### src/include/pxp1_map.svh
/*
 * Offsets, field positions, reset values and codes of the extended page 1
 * register bank. Assumes AXI4-Lite byte addresses of four times the index.
 */
// Summary of operation
// Writing 0x0001 to page select register 31 maps extended page 1 into window.
// Writing 0x0000 to page select returns the window to the main registers.
// With page 1 selected, addresses 16 to 30 reach the page 1 registers.
// Addresses 0 to 15 map the same way whatever page is selected.
// Counter bit 15 shows a packet arrived since last read; read clears it.
// Bits 13:0 count good-CRC packets modulo 10,000, wrapping after 9,999.
// Reading the counter register clears the count field.
// Bits 15:12 each put one LED into basic serial LED mode.
// Bit 11 set blinks LEDs after power-hold release; clear suppresses blink.
// Bit 4 enables fast link failure pin; program only through port zero.
// Bits 3:2 select auto, forced MDI (10) or forced MDI-X (11); 01 reserved.
// Bit 15 of third register, default 1, disables gigabit carrier extension.
// Sleep timer bits 14:13 select 1 to 4 seconds; default code 01.
// Wake timer bits 12:11 select 160, 400, 800 ms or 2 s; default 00.
// Bit 10 tells the device the management clock is below 10 MHz.
// Bit 9 swaps port addresses; set from port 0, cleared from port 1.
// Read-only bits 7:6 report media: 00 none, 01 copper.
// Bit 5 asserts receive-valid in 10BASE-T without preamble.
// Bit 4 of third register enables automatic gigabit speed downshift.
// Bits 3:2 downshift after 2, 3, 4 or 5 failed gigabit attempts.
// Sticky fields survive software reset; only hardware reset restores them.
`ifndef PXP1_MAP_SVH
`define PXP1_MAP_SVH
`define PXP1_IDX_CRC_CNT      5'h12
`define PXP1_IDX_MODE_CTL     5'h13
`define PXP1_IDX_SLEEP_CTL    5'h14
`define PXP1_IDX_PAGE_SEL     5'h1F
`define PXP1_IDX_PAGED_LO     5'h10
`define PXP1_PAGE_MAIN        16'h0000
`define PXP1_PAGE_EXT1        16'h0001
`define PXP1_ADDR_SPAN        7
`define PXP1_CNT_MAX          14'h270F
`define PXP1_MODE_CTL_RST     16'h0000
`define PXP1_SLEEP_CTL_RST    16'hA004
`define PXP1_MODE_CTL_WMASK   16'hF81D
`define PXP1_SLEEP_CTL_WMASK  16'hFE3C
`define PXP1_B_PKT_SEEN       15
`define PXP1_B_LED_HI         15
`define PXP1_B_LED_LO         12
`define PXP1_B_BLINK          11
`define PXP1_B_FLF            4
`define PXP1_B_MDI_HI         3
`define PXP1_B_MDI_LO         2
`define PXP1_B_CEXT_DIS       15
`define PXP1_B_SLEEP_HI       14
`define PXP1_B_SLEEP_LO       13
`define PXP1_B_WAKE_HI        12
`define PXP1_B_WAKE_LO        11
`define PXP1_B_SLOW_MDC       10
`define PXP1_B_ADDR_REV       9
`define PXP1_B_MEDIA_HI       7
`define PXP1_B_MEDIA_LO       6
`define PXP1_B_NO_PREAMBLE    5
`define PXP1_B_DS_EN          4
`define PXP1_B_DS_HI          3
`define PXP1_B_DS_LO          2
`define PXP1_SLEEP_BASE_S     3'h1
`define PXP1_DS_BASE_TRIES    3'h2
`define PXP1_WAKE_160_MS      12'h0A0
`define PXP1_WAKE_400_MS      12'h190
`define PXP1_WAKE_800_MS      12'h320
`define PXP1_WAKE_2000_MS     12'h7D0
`define PXP1_RESP_OKAY        2'h0
`define PXP1_RESP_SLVERR      2'h2
`endif

### src/include/pxp1_pkg.sv
/*
 * Types of the extended page 1 register bank.
 * Assumes the constants of pxp1_map.svh.
 */
package pxp1_pkg;
    typedef enum logic [1:0] {
        PXP1_MDI_AUTO,
        PXP1_MDI_RSVD,
        PXP1_MDI_FORCE_MDI,
        PXP1_MDI_FORCE_MDIX
    } pxp1_mdi_e;

    typedef struct packed {
        logic [15:0] page_sel;
        logic        pkt_seen;
        logic [13:0] crc_cnt;
        logic [15:0] mode_ctl;
        logic [15:0] sleep_ctl;
        logic        bvalid;
        logic [1:0]  bresp;
        logic        rvalid;
        logic [31:0] rdata;
        logic [1:0]  rresp;
        logic        hold_s1;
        logic        hold_s2;
        logic        hold_d;
        logic        port0_s1;
        logic        port0_s2;
        logic        blink;
    } pxp1_state_s;
endpackage : pxp1_pkg

### src/rtl/pxp1_regs.sv
/*
 * Extended page 1 register bank behind an AXI4-Lite slave: page select,
 * good-CRC packet counter, LED/mode control and sleep/downshift control.
 * Assumes good_crc_pkt and media_status come from logic on clk; the
 * power-hold and port-zero strap pins are asynchronous and synchronised here.
 */
`timescale 1ns/1ps
`include "pxp1_map.svh"

module pxp1_regs (
    input  wire logic        clk,
    input  wire logic        srst,
    input  wire logic        soft_rst,
    input  wire logic [6:0]  s_axi_awaddr,
    input  wire logic        s_axi_awvalid,
    output logic             s_axi_awready,
    input  wire logic [31:0] s_axi_wdata,
    input  wire logic [3:0]  s_axi_wstrb,
    input  wire logic        s_axi_wvalid,
    output logic             s_axi_wready,
    output logic [1:0]       s_axi_bresp,
    output logic             s_axi_bvalid,
    input  wire logic        s_axi_bready,
    input  wire logic [6:0]  s_axi_araddr,
    input  wire logic        s_axi_arvalid,
    output logic             s_axi_arready,
    output logic [31:0]      s_axi_rdata,
    output logic [1:0]       s_axi_rresp,
    output logic             s_axi_rvalid,
    input  wire logic        s_axi_rready,
    input  wire logic        good_crc_pkt,
    input  wire logic [1:0]  media_status,
    input  wire logic        power_hold_input,
    input  wire logic        port_zero_pin,
    output logic             page1_active,
    output logic [3:0]       led_serial_mode,
    output logic             led_release_blink,
    output logic             fast_link_fail_en,
    output pxp1_pkg::pxp1_mdi_e mdi_mode,
    output logic             carrier_ext_disable,
    output logic [2:0]       sleep_seconds,
    output logic [11:0]      wake_ms,
    output logic             slow_mgmt_clk,
    output logic             port_addr_swap,
    output logic             no_preamble_10bt,
    output logic             downshift_en,
    output logic [2:0]       downshift_tries
);
    localparam logic [15:0] sleep_ctl_rst = `PXP1_SLEEP_CTL_RST;

    pxp1_pkg::pxp1_state_s st_ff;
    pxp1_pkg::pxp1_state_s nxt_st;

    logic        wr_go;
    logic        rd_go;
    logic [4:0]  wr_idx;
    logic [4:0]  rd_idx;
    logic        wr_ok;
    logic        rd_ok;
    logic [15:0] wr_mask;
    logic [15:0] rd_val;
    logic        pg1;

    assign pg1           = (st_ff.page_sel == `PXP1_PAGE_EXT1);
    assign wr_go         = s_axi_awvalid && s_axi_wvalid && !st_ff.bvalid;
    assign rd_go         = s_axi_arvalid && !st_ff.rvalid;
    assign s_axi_awready = wr_go;
    assign s_axi_wready  = wr_go;
    assign s_axi_arready = rd_go;
    assign wr_idx        = s_axi_awaddr[6:2];
    assign rd_idx        = s_axi_araddr[6:2];
    assign wr_ok         = (s_axi_awaddr[1:0] == 2'h0);
    assign rd_ok         = (s_axi_araddr[1:0] == 2'h0);
    assign wr_mask       = {{8{s_axi_wstrb[1]}}, {8{s_axi_wstrb[0]}}};

    // Read mux; paged indexes reach page 1 only while it is selected
    always_comb begin
        rd_val = 16'h0000;
        if (rd_idx == `PXP1_IDX_PAGE_SEL) begin
            rd_val = st_ff.page_sel;
        end else if (pg1 && rd_idx >= `PXP1_IDX_PAGED_LO) begin
            unique case (rd_idx)
                `PXP1_IDX_CRC_CNT: begin
                    rd_val = {st_ff.pkt_seen, 1'b0, st_ff.crc_cnt};
                end
                `PXP1_IDX_MODE_CTL: begin
                    rd_val = st_ff.mode_ctl;
                end
                `PXP1_IDX_SLEEP_CTL: begin
                    rd_val = st_ff.sleep_ctl;
                    rd_val[`PXP1_B_MEDIA_HI:`PXP1_B_MEDIA_LO] = media_status;
                end
                default: begin
                    rd_val = 16'h0000;
                end
            endcase
        end
    end

    always_comb begin
        nxt_st = st_ff;

        nxt_st.hold_s1  = power_hold_input;
        nxt_st.hold_s2  = st_ff.hold_s1;
        nxt_st.hold_d   = st_ff.hold_s2;
        nxt_st.port0_s1 = port_zero_pin;
        nxt_st.port0_s2 = st_ff.port0_s1;
        // One-cycle blink request on release of the power-hold input
        nxt_st.blink = st_ff.hold_d && !st_ff.hold_s2
                       && st_ff.mode_ctl[`PXP1_B_BLINK];

        if (st_ff.bvalid && s_axi_bready) begin
            nxt_st.bvalid = 1'b0;
        end
        if (st_ff.rvalid && s_axi_rready) begin
            nxt_st.rvalid = 1'b0;
        end

        if (wr_go) begin
            nxt_st.bvalid = 1'b1;
            nxt_st.bresp  = wr_ok ? `PXP1_RESP_OKAY : `PXP1_RESP_SLVERR;
            if (wr_ok && wr_idx == `PXP1_IDX_PAGE_SEL) begin
                nxt_st.page_sel = (st_ff.page_sel & ~wr_mask)
                                  | (s_axi_wdata[15:0] & wr_mask);
            end else if (wr_ok && pg1 && wr_idx == `PXP1_IDX_MODE_CTL) begin
                nxt_st.mode_ctl = (st_ff.mode_ctl & ~(wr_mask & `PXP1_MODE_CTL_WMASK))
                    | (s_axi_wdata[15:0] & wr_mask & `PXP1_MODE_CTL_WMASK);
            end else if (wr_ok && pg1 && wr_idx == `PXP1_IDX_SLEEP_CTL) begin
                nxt_st.sleep_ctl = (st_ff.sleep_ctl & ~(wr_mask & `PXP1_SLEEP_CTL_WMASK))
                    | (s_axi_wdata[15:0] & wr_mask & `PXP1_SLEEP_CTL_WMASK);
            end
        end

        if (rd_go) begin
            nxt_st.rvalid = 1'b1;
            nxt_st.rresp  = rd_ok ? `PXP1_RESP_OKAY : `PXP1_RESP_SLVERR;
            nxt_st.rdata  = rd_ok ? {16'h0000, rd_val} : 32'h0000_0000;
            if (rd_ok && pg1 && rd_idx == `PXP1_IDX_CRC_CNT) begin
                nxt_st.pkt_seen = 1'b0;
                nxt_st.crc_cnt  = 14'h0000;
            end
        end

        // Software reset clears only non-sticky state
        if (soft_rst) begin
            nxt_st.pkt_seen = 1'b0;
            nxt_st.crc_cnt  = 14'h0000;
            nxt_st.sleep_ctl[`PXP1_B_CEXT_DIS] = sleep_ctl_rst[`PXP1_B_CEXT_DIS];
        end

        // A packet in the cycle of a clearing read is counted afterwards
        if (good_crc_pkt) begin
            nxt_st.pkt_seen = 1'b1;
            if (rd_go && rd_ok && pg1 && rd_idx == `PXP1_IDX_CRC_CNT) begin
                nxt_st.crc_cnt = 14'h0001;
            end else if (soft_rst) begin
                nxt_st.crc_cnt = 14'h0001;
            end else if (st_ff.crc_cnt == `PXP1_CNT_MAX) begin
                nxt_st.crc_cnt = 14'h0000;
            end else begin
                nxt_st.crc_cnt = st_ff.crc_cnt + 14'h0001;
            end
        end
    end

    always_ff @(posedge clk) begin
        if (srst) begin
            st_ff           <= '0;
            st_ff.page_sel  <= `PXP1_PAGE_MAIN;
            st_ff.mode_ctl  <= `PXP1_MODE_CTL_RST;
            st_ff.sleep_ctl <= `PXP1_SLEEP_CTL_RST;
        end else begin
            st_ff <= nxt_st;
        end
    end

    assign s_axi_bvalid = st_ff.bvalid;
    assign s_axi_bresp  = st_ff.bresp;
    assign s_axi_rvalid = st_ff.rvalid;
    assign s_axi_rdata  = st_ff.rdata;
    assign s_axi_rresp  = st_ff.rresp;
    assign page1_active = pg1;

    assign led_serial_mode   = st_ff.mode_ctl[`PXP1_B_LED_HI:`PXP1_B_LED_LO];
    assign led_release_blink = st_ff.blink;
    // Pin enable and address swap take effect only on port zero
    assign fast_link_fail_en = st_ff.mode_ctl[`PXP1_B_FLF] && st_ff.port0_s2;
    assign port_addr_swap    = st_ff.sleep_ctl[`PXP1_B_ADDR_REV] && st_ff.port0_s2;
    // Reserved crossover code falls back to automatic
    assign mdi_mode = (st_ff.mode_ctl[`PXP1_B_MDI_HI:`PXP1_B_MDI_LO] == 2'h1)
        ? pxp1_pkg::PXP1_MDI_AUTO
        : pxp1_pkg::pxp1_mdi_e'(st_ff.mode_ctl[`PXP1_B_MDI_HI:`PXP1_B_MDI_LO]);
    assign carrier_ext_disable = st_ff.sleep_ctl[`PXP1_B_CEXT_DIS];
    assign sleep_seconds = `PXP1_SLEEP_BASE_S
        + {1'b0, st_ff.sleep_ctl[`PXP1_B_SLEEP_HI:`PXP1_B_SLEEP_LO]};

    always_comb begin
        unique case (st_ff.sleep_ctl[`PXP1_B_WAKE_HI:`PXP1_B_WAKE_LO])
            2'h0: wake_ms = `PXP1_WAKE_160_MS;
            2'h1: wake_ms = `PXP1_WAKE_400_MS;
            2'h2: wake_ms = `PXP1_WAKE_800_MS;
            2'h3: wake_ms = `PXP1_WAKE_2000_MS;
        endcase
    end

    assign slow_mgmt_clk    = st_ff.sleep_ctl[`PXP1_B_SLOW_MDC];
    assign no_preamble_10bt = st_ff.sleep_ctl[`PXP1_B_NO_PREAMBLE];
    assign downshift_en     = st_ff.sleep_ctl[`PXP1_B_DS_EN];
    assign downshift_tries  = `PXP1_DS_BASE_TRIES
        + {1'b0, st_ff.sleep_ctl[`PXP1_B_DS_HI:`PXP1_B_DS_LO]};
endmodule : pxp1_regs

### config.mk
export PLATFORM = sky130hd
export DESIGN_NAME = pxp1_regs
export DESIGN_NICKNAME = d
export VERILOG_FILES = /design/src/include/pxp1_pkg.sv /design/src/rtl/pxp1_regs.sv
export VERILOG_INCLUDE_DIRS = /design/src /design/src/include
export SDC_FILE = /design/constraint.sdc
export NUM_CORES = 1
export LEC_CHECK = 0
export BUFFER_PORTS_ARGS = -buffer_cell sky130_fd_sc_hd__buf_2
export CORE_MARGIN = 2
export CORE_UTILIZATION = 25
export CTS_CLUSTER_SIZE = 20
export DETAILED_ROUTE_END_ITERATION = 10
export GPL_TIMING_DRIVEN = 0
export PLACE_DENSITY_LB_ADDON = 0.25
export SETUP_SLACK_MARGIN = 0.1
export SYNTH_ARGS = -nofsm -noshare
export SYNTH_HDL_FRONTEND = slang
export SYNTH_SLANG_ARGS = --single-unit
### constraint.sdc
create_clock -name clk -period 3.1 [get_ports clk]
set_input_delay 0.31 -clock clk [delete_from_list [all_inputs] [get_ports clk]]
set_output_delay 0.31 -clock clk [all_outputs]
set_load 0.05 [all_outputs]
Yosys cells after proc, flatten, opt, wreduce, memory -nomap -nowiden
Cells that the tools add are included.
{"block": "op_classes", "reduce_logical": 34, "add_sub_neg": 3, "n_bitwise": 12, "mux": 19, "n_eq_ne": 13, "magnitude_cmp": 1}
{"cell": "16-bit AND", "n": 4}
{"cell": "15-bit 2-to-1 mux", "n": 4}
{"cell": "16-bit 2-to-1 mux", "n": 3}
{"cell": "16-bit inverter", "n": 3}
{"cell": "16-bit OR", "n": 3}
{"cell": "12-bit one-hot mux with 4 select lines", "n": 1}
{"cell": "16-bit one-hot mux with 3 select lines", "n": 1}
{"cell": "14-bit 2-to-1 mux", "n": 3}
{"cell": "5-bit == test (second input constant)", "n": 7}
{"cell": "35-bit 2-to-1 mux", "n": 1}
{"cell": "1-bit logical AND", "n": 19}
{"cell": "16-bit by 1-bit == test with 1-bit output (second input constant)", "n": 1}
{"cell": "14-bit by 1-bit adder with 14-bit output (second input constant)", "n": 1}
{"cell": "14-bit == test (second input constant)", "n": 1}
{"cell": "2-bit zero test", "n": 3}
{"cell": "2-bit 2-to-1 mux", "n": 3}
{"cell": "3-bit nonzero test", "n": 2}
{"cell": "5-bit >= comparator (second input constant)", "n": 1}
{"cell": "2-bit by 1-bit == test with 1-bit output (second input constant)", "n": 2}
{"cell": "2-bit == test (second input constant)", "n": 2}
{"cell": "2-bit AND reduction", "n": 2}
{"cell": "4-bit AND reduction", "n": 1}
{"cell": "2-bit nonzero test", "n": 2}
{"cell": "1-bit by 2-bit adder with 3-bit output (first input constant)", "n": 1}
{"cell": "other kinds (7)", "n": 11}
{"block": "totals", "ff_bits": 107, "input_bits": 63, "output_inout_bits": 73}

Longest topological paths before layout
{"block": "depth", "word_depth": 7, "mapped_depth": 7, "depth_no_buf": 5}

Worst setup path after synthesis
No wires, ideal clock.
{"block": "synth_timing", "path_type": "flip-flop to flip-flop", "from": "register st_ff (netlist bit s_axi_bvalid)", "to": "register with a tool-made name", "required_ns": 2.972, "arrival_ns": 1.854, "stages_incl_launch_ff": 6, "n_path_buf": 0, "period_less_slack_ns": 1.982, "slack_ns": 1.118, "cell_sequence": "dfxtp_1 -> nand3b_1 -> inv_2 -> nand4_2 -> mux2i_1 -> nor2_1"}
{"item": "start: declaration", "line": "pxp1_regs.sv:51", "rtl": "pxp1_pkg::pxp1_state_s st_ff;"}
{"item": "start signal: assignment", "line": "pxp1_regs.sv:173", "rtl": "st_ff <= nxt_st;"}

==> metrics.cfg <==
[outcome]
status=complete, no violations

[critical_path]
required_ns=2.79
path_max_fanout=10
crit_slowest_cell=nor4b_1
cp-start-kind=flop
critical_path_class=flop to primary output
crit_buf_inv=3
cp_cell_sequence=nor4b_1, nand4_1, inv_2, buf_2, buf_2
r2r_cells=5
max_stage_delay_ns=0.49
crit_top_cell=buf_2
crit_family=simple AND/OR/NAND/NOR gates
rrSetupSlack_ns=1.00
r2r_end=st_ff[88]$_SDFFE_PP0P_
cp.arrival_ns=2.34
cp-end-kind=primary output

[yosys]
ys.flop_type=dfxtp_1
synth_enable_flop_cells=0
ys_seq_elements=77
syn_area_um2=3940
synth.top_cells.by_area=dfxtp_1 39%, buf_4 9.3%, a22oi_1 5.0%, mux2i_1 4.1%, a21oi_1 3.8%
avgSynthCellArea_um2=8.75
synth_top_area_frac=0.392
async_flop_share=0
synth_cell_types=57
ys_seq_area_frac=0.392
yosys_warnings=0
syn_inst=450
yosys.area.top_type=dfxtp_1

[timing]
setup_viol=0
relSlewSlack=0.579
tightest_slew_ns=0.626
finalCriticalPeriod_ns=2.65
drv_slew=0
rsz0062_at_grt=no
setup_tns_ns=0
fmax_mhz=378
hold_viol_final=0
fin_crit_sh=0.854
clock-skew-final_ns=0.00712

[drt]
routedWlPerCell_um=15.4
routed_wl_um=12200
detail-route-antenna-nets=0
drc=0
drtPass1Iterations=5
vias=3724
drt_iter0_markers=344
viasPerCell=4.71

[cts]
cts.clk_slew.worst_paths_ns=0.06
post_cts_resized=0
cts.sinks=77
cts.hold.buffers_added=0
cts_made_buffers=9
cts_setup_buffers=0
cts_root_buffer=clkbuf_16
clk_path_buf_depth=2
clock_latency_ns=0.33
cts_tree=done
htree_levels=3

[power]
cellPowerDensity_nw_per_um2=438
peakVddDrop_uv=231
p_total_mw=2.20
leakagePower_nw=2.17

[global_routing]
grt_max_degree=14
grt_first_pass_wirelength_um=18700
grtUsageMet3=0.0351
grt_util_met1=0.178
antenna_found_initial=0
top_usage_layer=met2
grt_pass1_vias=3447
grt_use_met2=0.247
gr-total-overflow=0
grtUsageTotal=0.146

[floorplan]
core_um2=15300
ios=136
die_h_um=129
rows=45
dieWidth_um=129
start_util=0.257
fp.dieArea_um2=16800

[hold_path]
worstHoldStart=power_hold_input
hp-class=primary input to flop
holdPathStages=2
worstHoldEndpoint=nxt_st[4]$_SDFF_PP0_

[layout]
syn_to_final_growth_pct=27.4
layout-drive-gt1-share=0.321
final_common_cell=buf_2
fill_cells=1650
final_cell_mix=98 x buf_2, 77 x dfxtp_1, 49 x buf_4
insertedDiodeCount=0
nNetsFinal=641

[placement]
portBuffers=93
place.gp.congestion=0.869
hpwl_um=9670

[job]
cap_violations=0

[cells by family (layout without fill, tap and decap cells)]
kind of cell	after synthesis	in the layout	synth area share
XOR/XNOR	6	6	0.0134
buffers and inverters	85	193	0.131
adder cells (fa/ha/maj)	2	2	0.00636
multiplexers	24	24	0.0636
flip-flops	77	77	0.392
AO/OA/AOI/OAI	107	107	0.165
AND/OR/NAND/NOR	148	148	0.228
other	1	23	0.000953
[per-stage QoR]
stage | hold slack (ns) | setup WS (ns) | util | instances | cell area [um^2]
after floorplan | 0.390 | 1.12 | - | 472 | 4020
after global placement | 0.408 | 0.854 | 0.310 | 776 | 4750
after detailed placement | 0.410 | 0.790 | 0.310 | 776 | 4750
after CTS | 0.176 | 0.422 | 0.327 | 791 | 5010
after global routing | 0.196 | 0.244 | 0.327 | 791 | 5010
final | 0.187 | 0.452 | 0.327 | 791 | 5010
[worst reg2reg max path, delay by kind of cell (launching register included)]
| kind | cells | cell delay (ns) |
|---|---|---|
| simple gates | 3 | 0.93 |
| compound gates | 1 | 0.41 |
| flops | 1 | 0.35 |
| buf+inv | 1 | 0.30 |
[cell usage after synthesis, types with 2 or more instances]
master and instances:
nor4_2 3, dfxtp_1 77, a32o_1 2, or3_1 2, nand3b_1 3, a22oi_1 26, inv_2 2, nor3b_1 2
and2_1 5, mux2_2 8, nor2b_1 8, mux2i_1 16, xnor2_1 4, a31oi_1 3, nor4_1 6, nor3_1 10
buf_4 49, buf_2 5, xor2_1 2, nor2_1 27, nand4_2 2, nand4_1 10, o21ai_0 23, nand3_1 29
and3_1 3, inv_1 6, and4_1 7, nand2b_1 4, ha_1 2, a21oi_1 30, nand2_1 13, o21ai_1 15
clkbuf_1 21, a32oi_1 2
[how the worst max path moves through the flow]
| stage | endpoint | cells after the start | slack [ns] | start |
|---|---|---|---|---|
| 2_1_floorplan | flop | 5 | 1.12 | s_axi_bvalid$_SDFFE_PP0P_ |
| 3_3_place_gp | page1_active | 5 | 0.85 | flop |
| 3_5_place_dp | page1_active | 5 | 0.79 | flop |
| 4_1_cts | page1_active | 5 | 0.42 | flop |
| 5_1_grt | page1_active | 5 | 0.24 | flop |
| 6_report | page1_active | 5 | 0.45 | flop |
[area by class of cell]
| type | instances | area [um^2] | area share |
|---|---|---|---|
| multi-input combinational | 310 | 1960 | 0.391 |
| sequential | 77 | 1540 | 0.307 |
| buffer | 76 | 483 | 0.0963 |
| timing repair buffer | 93 | 465 | 0.0928 |
| tap | 211 | 264 | 0.0527 |
| clock buffer | 9 | 225 | 0.0449 |
| clock inverter | 6 | 40.0 | 0.00799 |
| inverter | 9 | 33.8 | 0.00674 |
[routing by layer]
| metal | vias to the layer above | share of wire | routed length (um) |
|---|---|---|---|
| li1 | 1820 | - | - |
| met1 | 1773 | 0.43 | 5180 |
| met2 | 109 | 0.49 | 5920 |
| met3 | 22 | 0.062 | 751 |
| met4 | 0 | 0.027 | 335 |
| met5 | - | 0 | 0 |
[power breakdown]
part / total (mW) / switching [mW] / leakage, nW / internal [mW]
sequential: 1.01 / 0.00747 / 0.623 / 0.999
clock: 0.952 / 0.415 / 0.131 / 0.537
combinational: 0.239 / 0.167 / 1.42 / 0.0718
total: 2.20 / 0.590 / 2.17 / 1.61
Note: power is estimated with default switching activity, not from simulation.
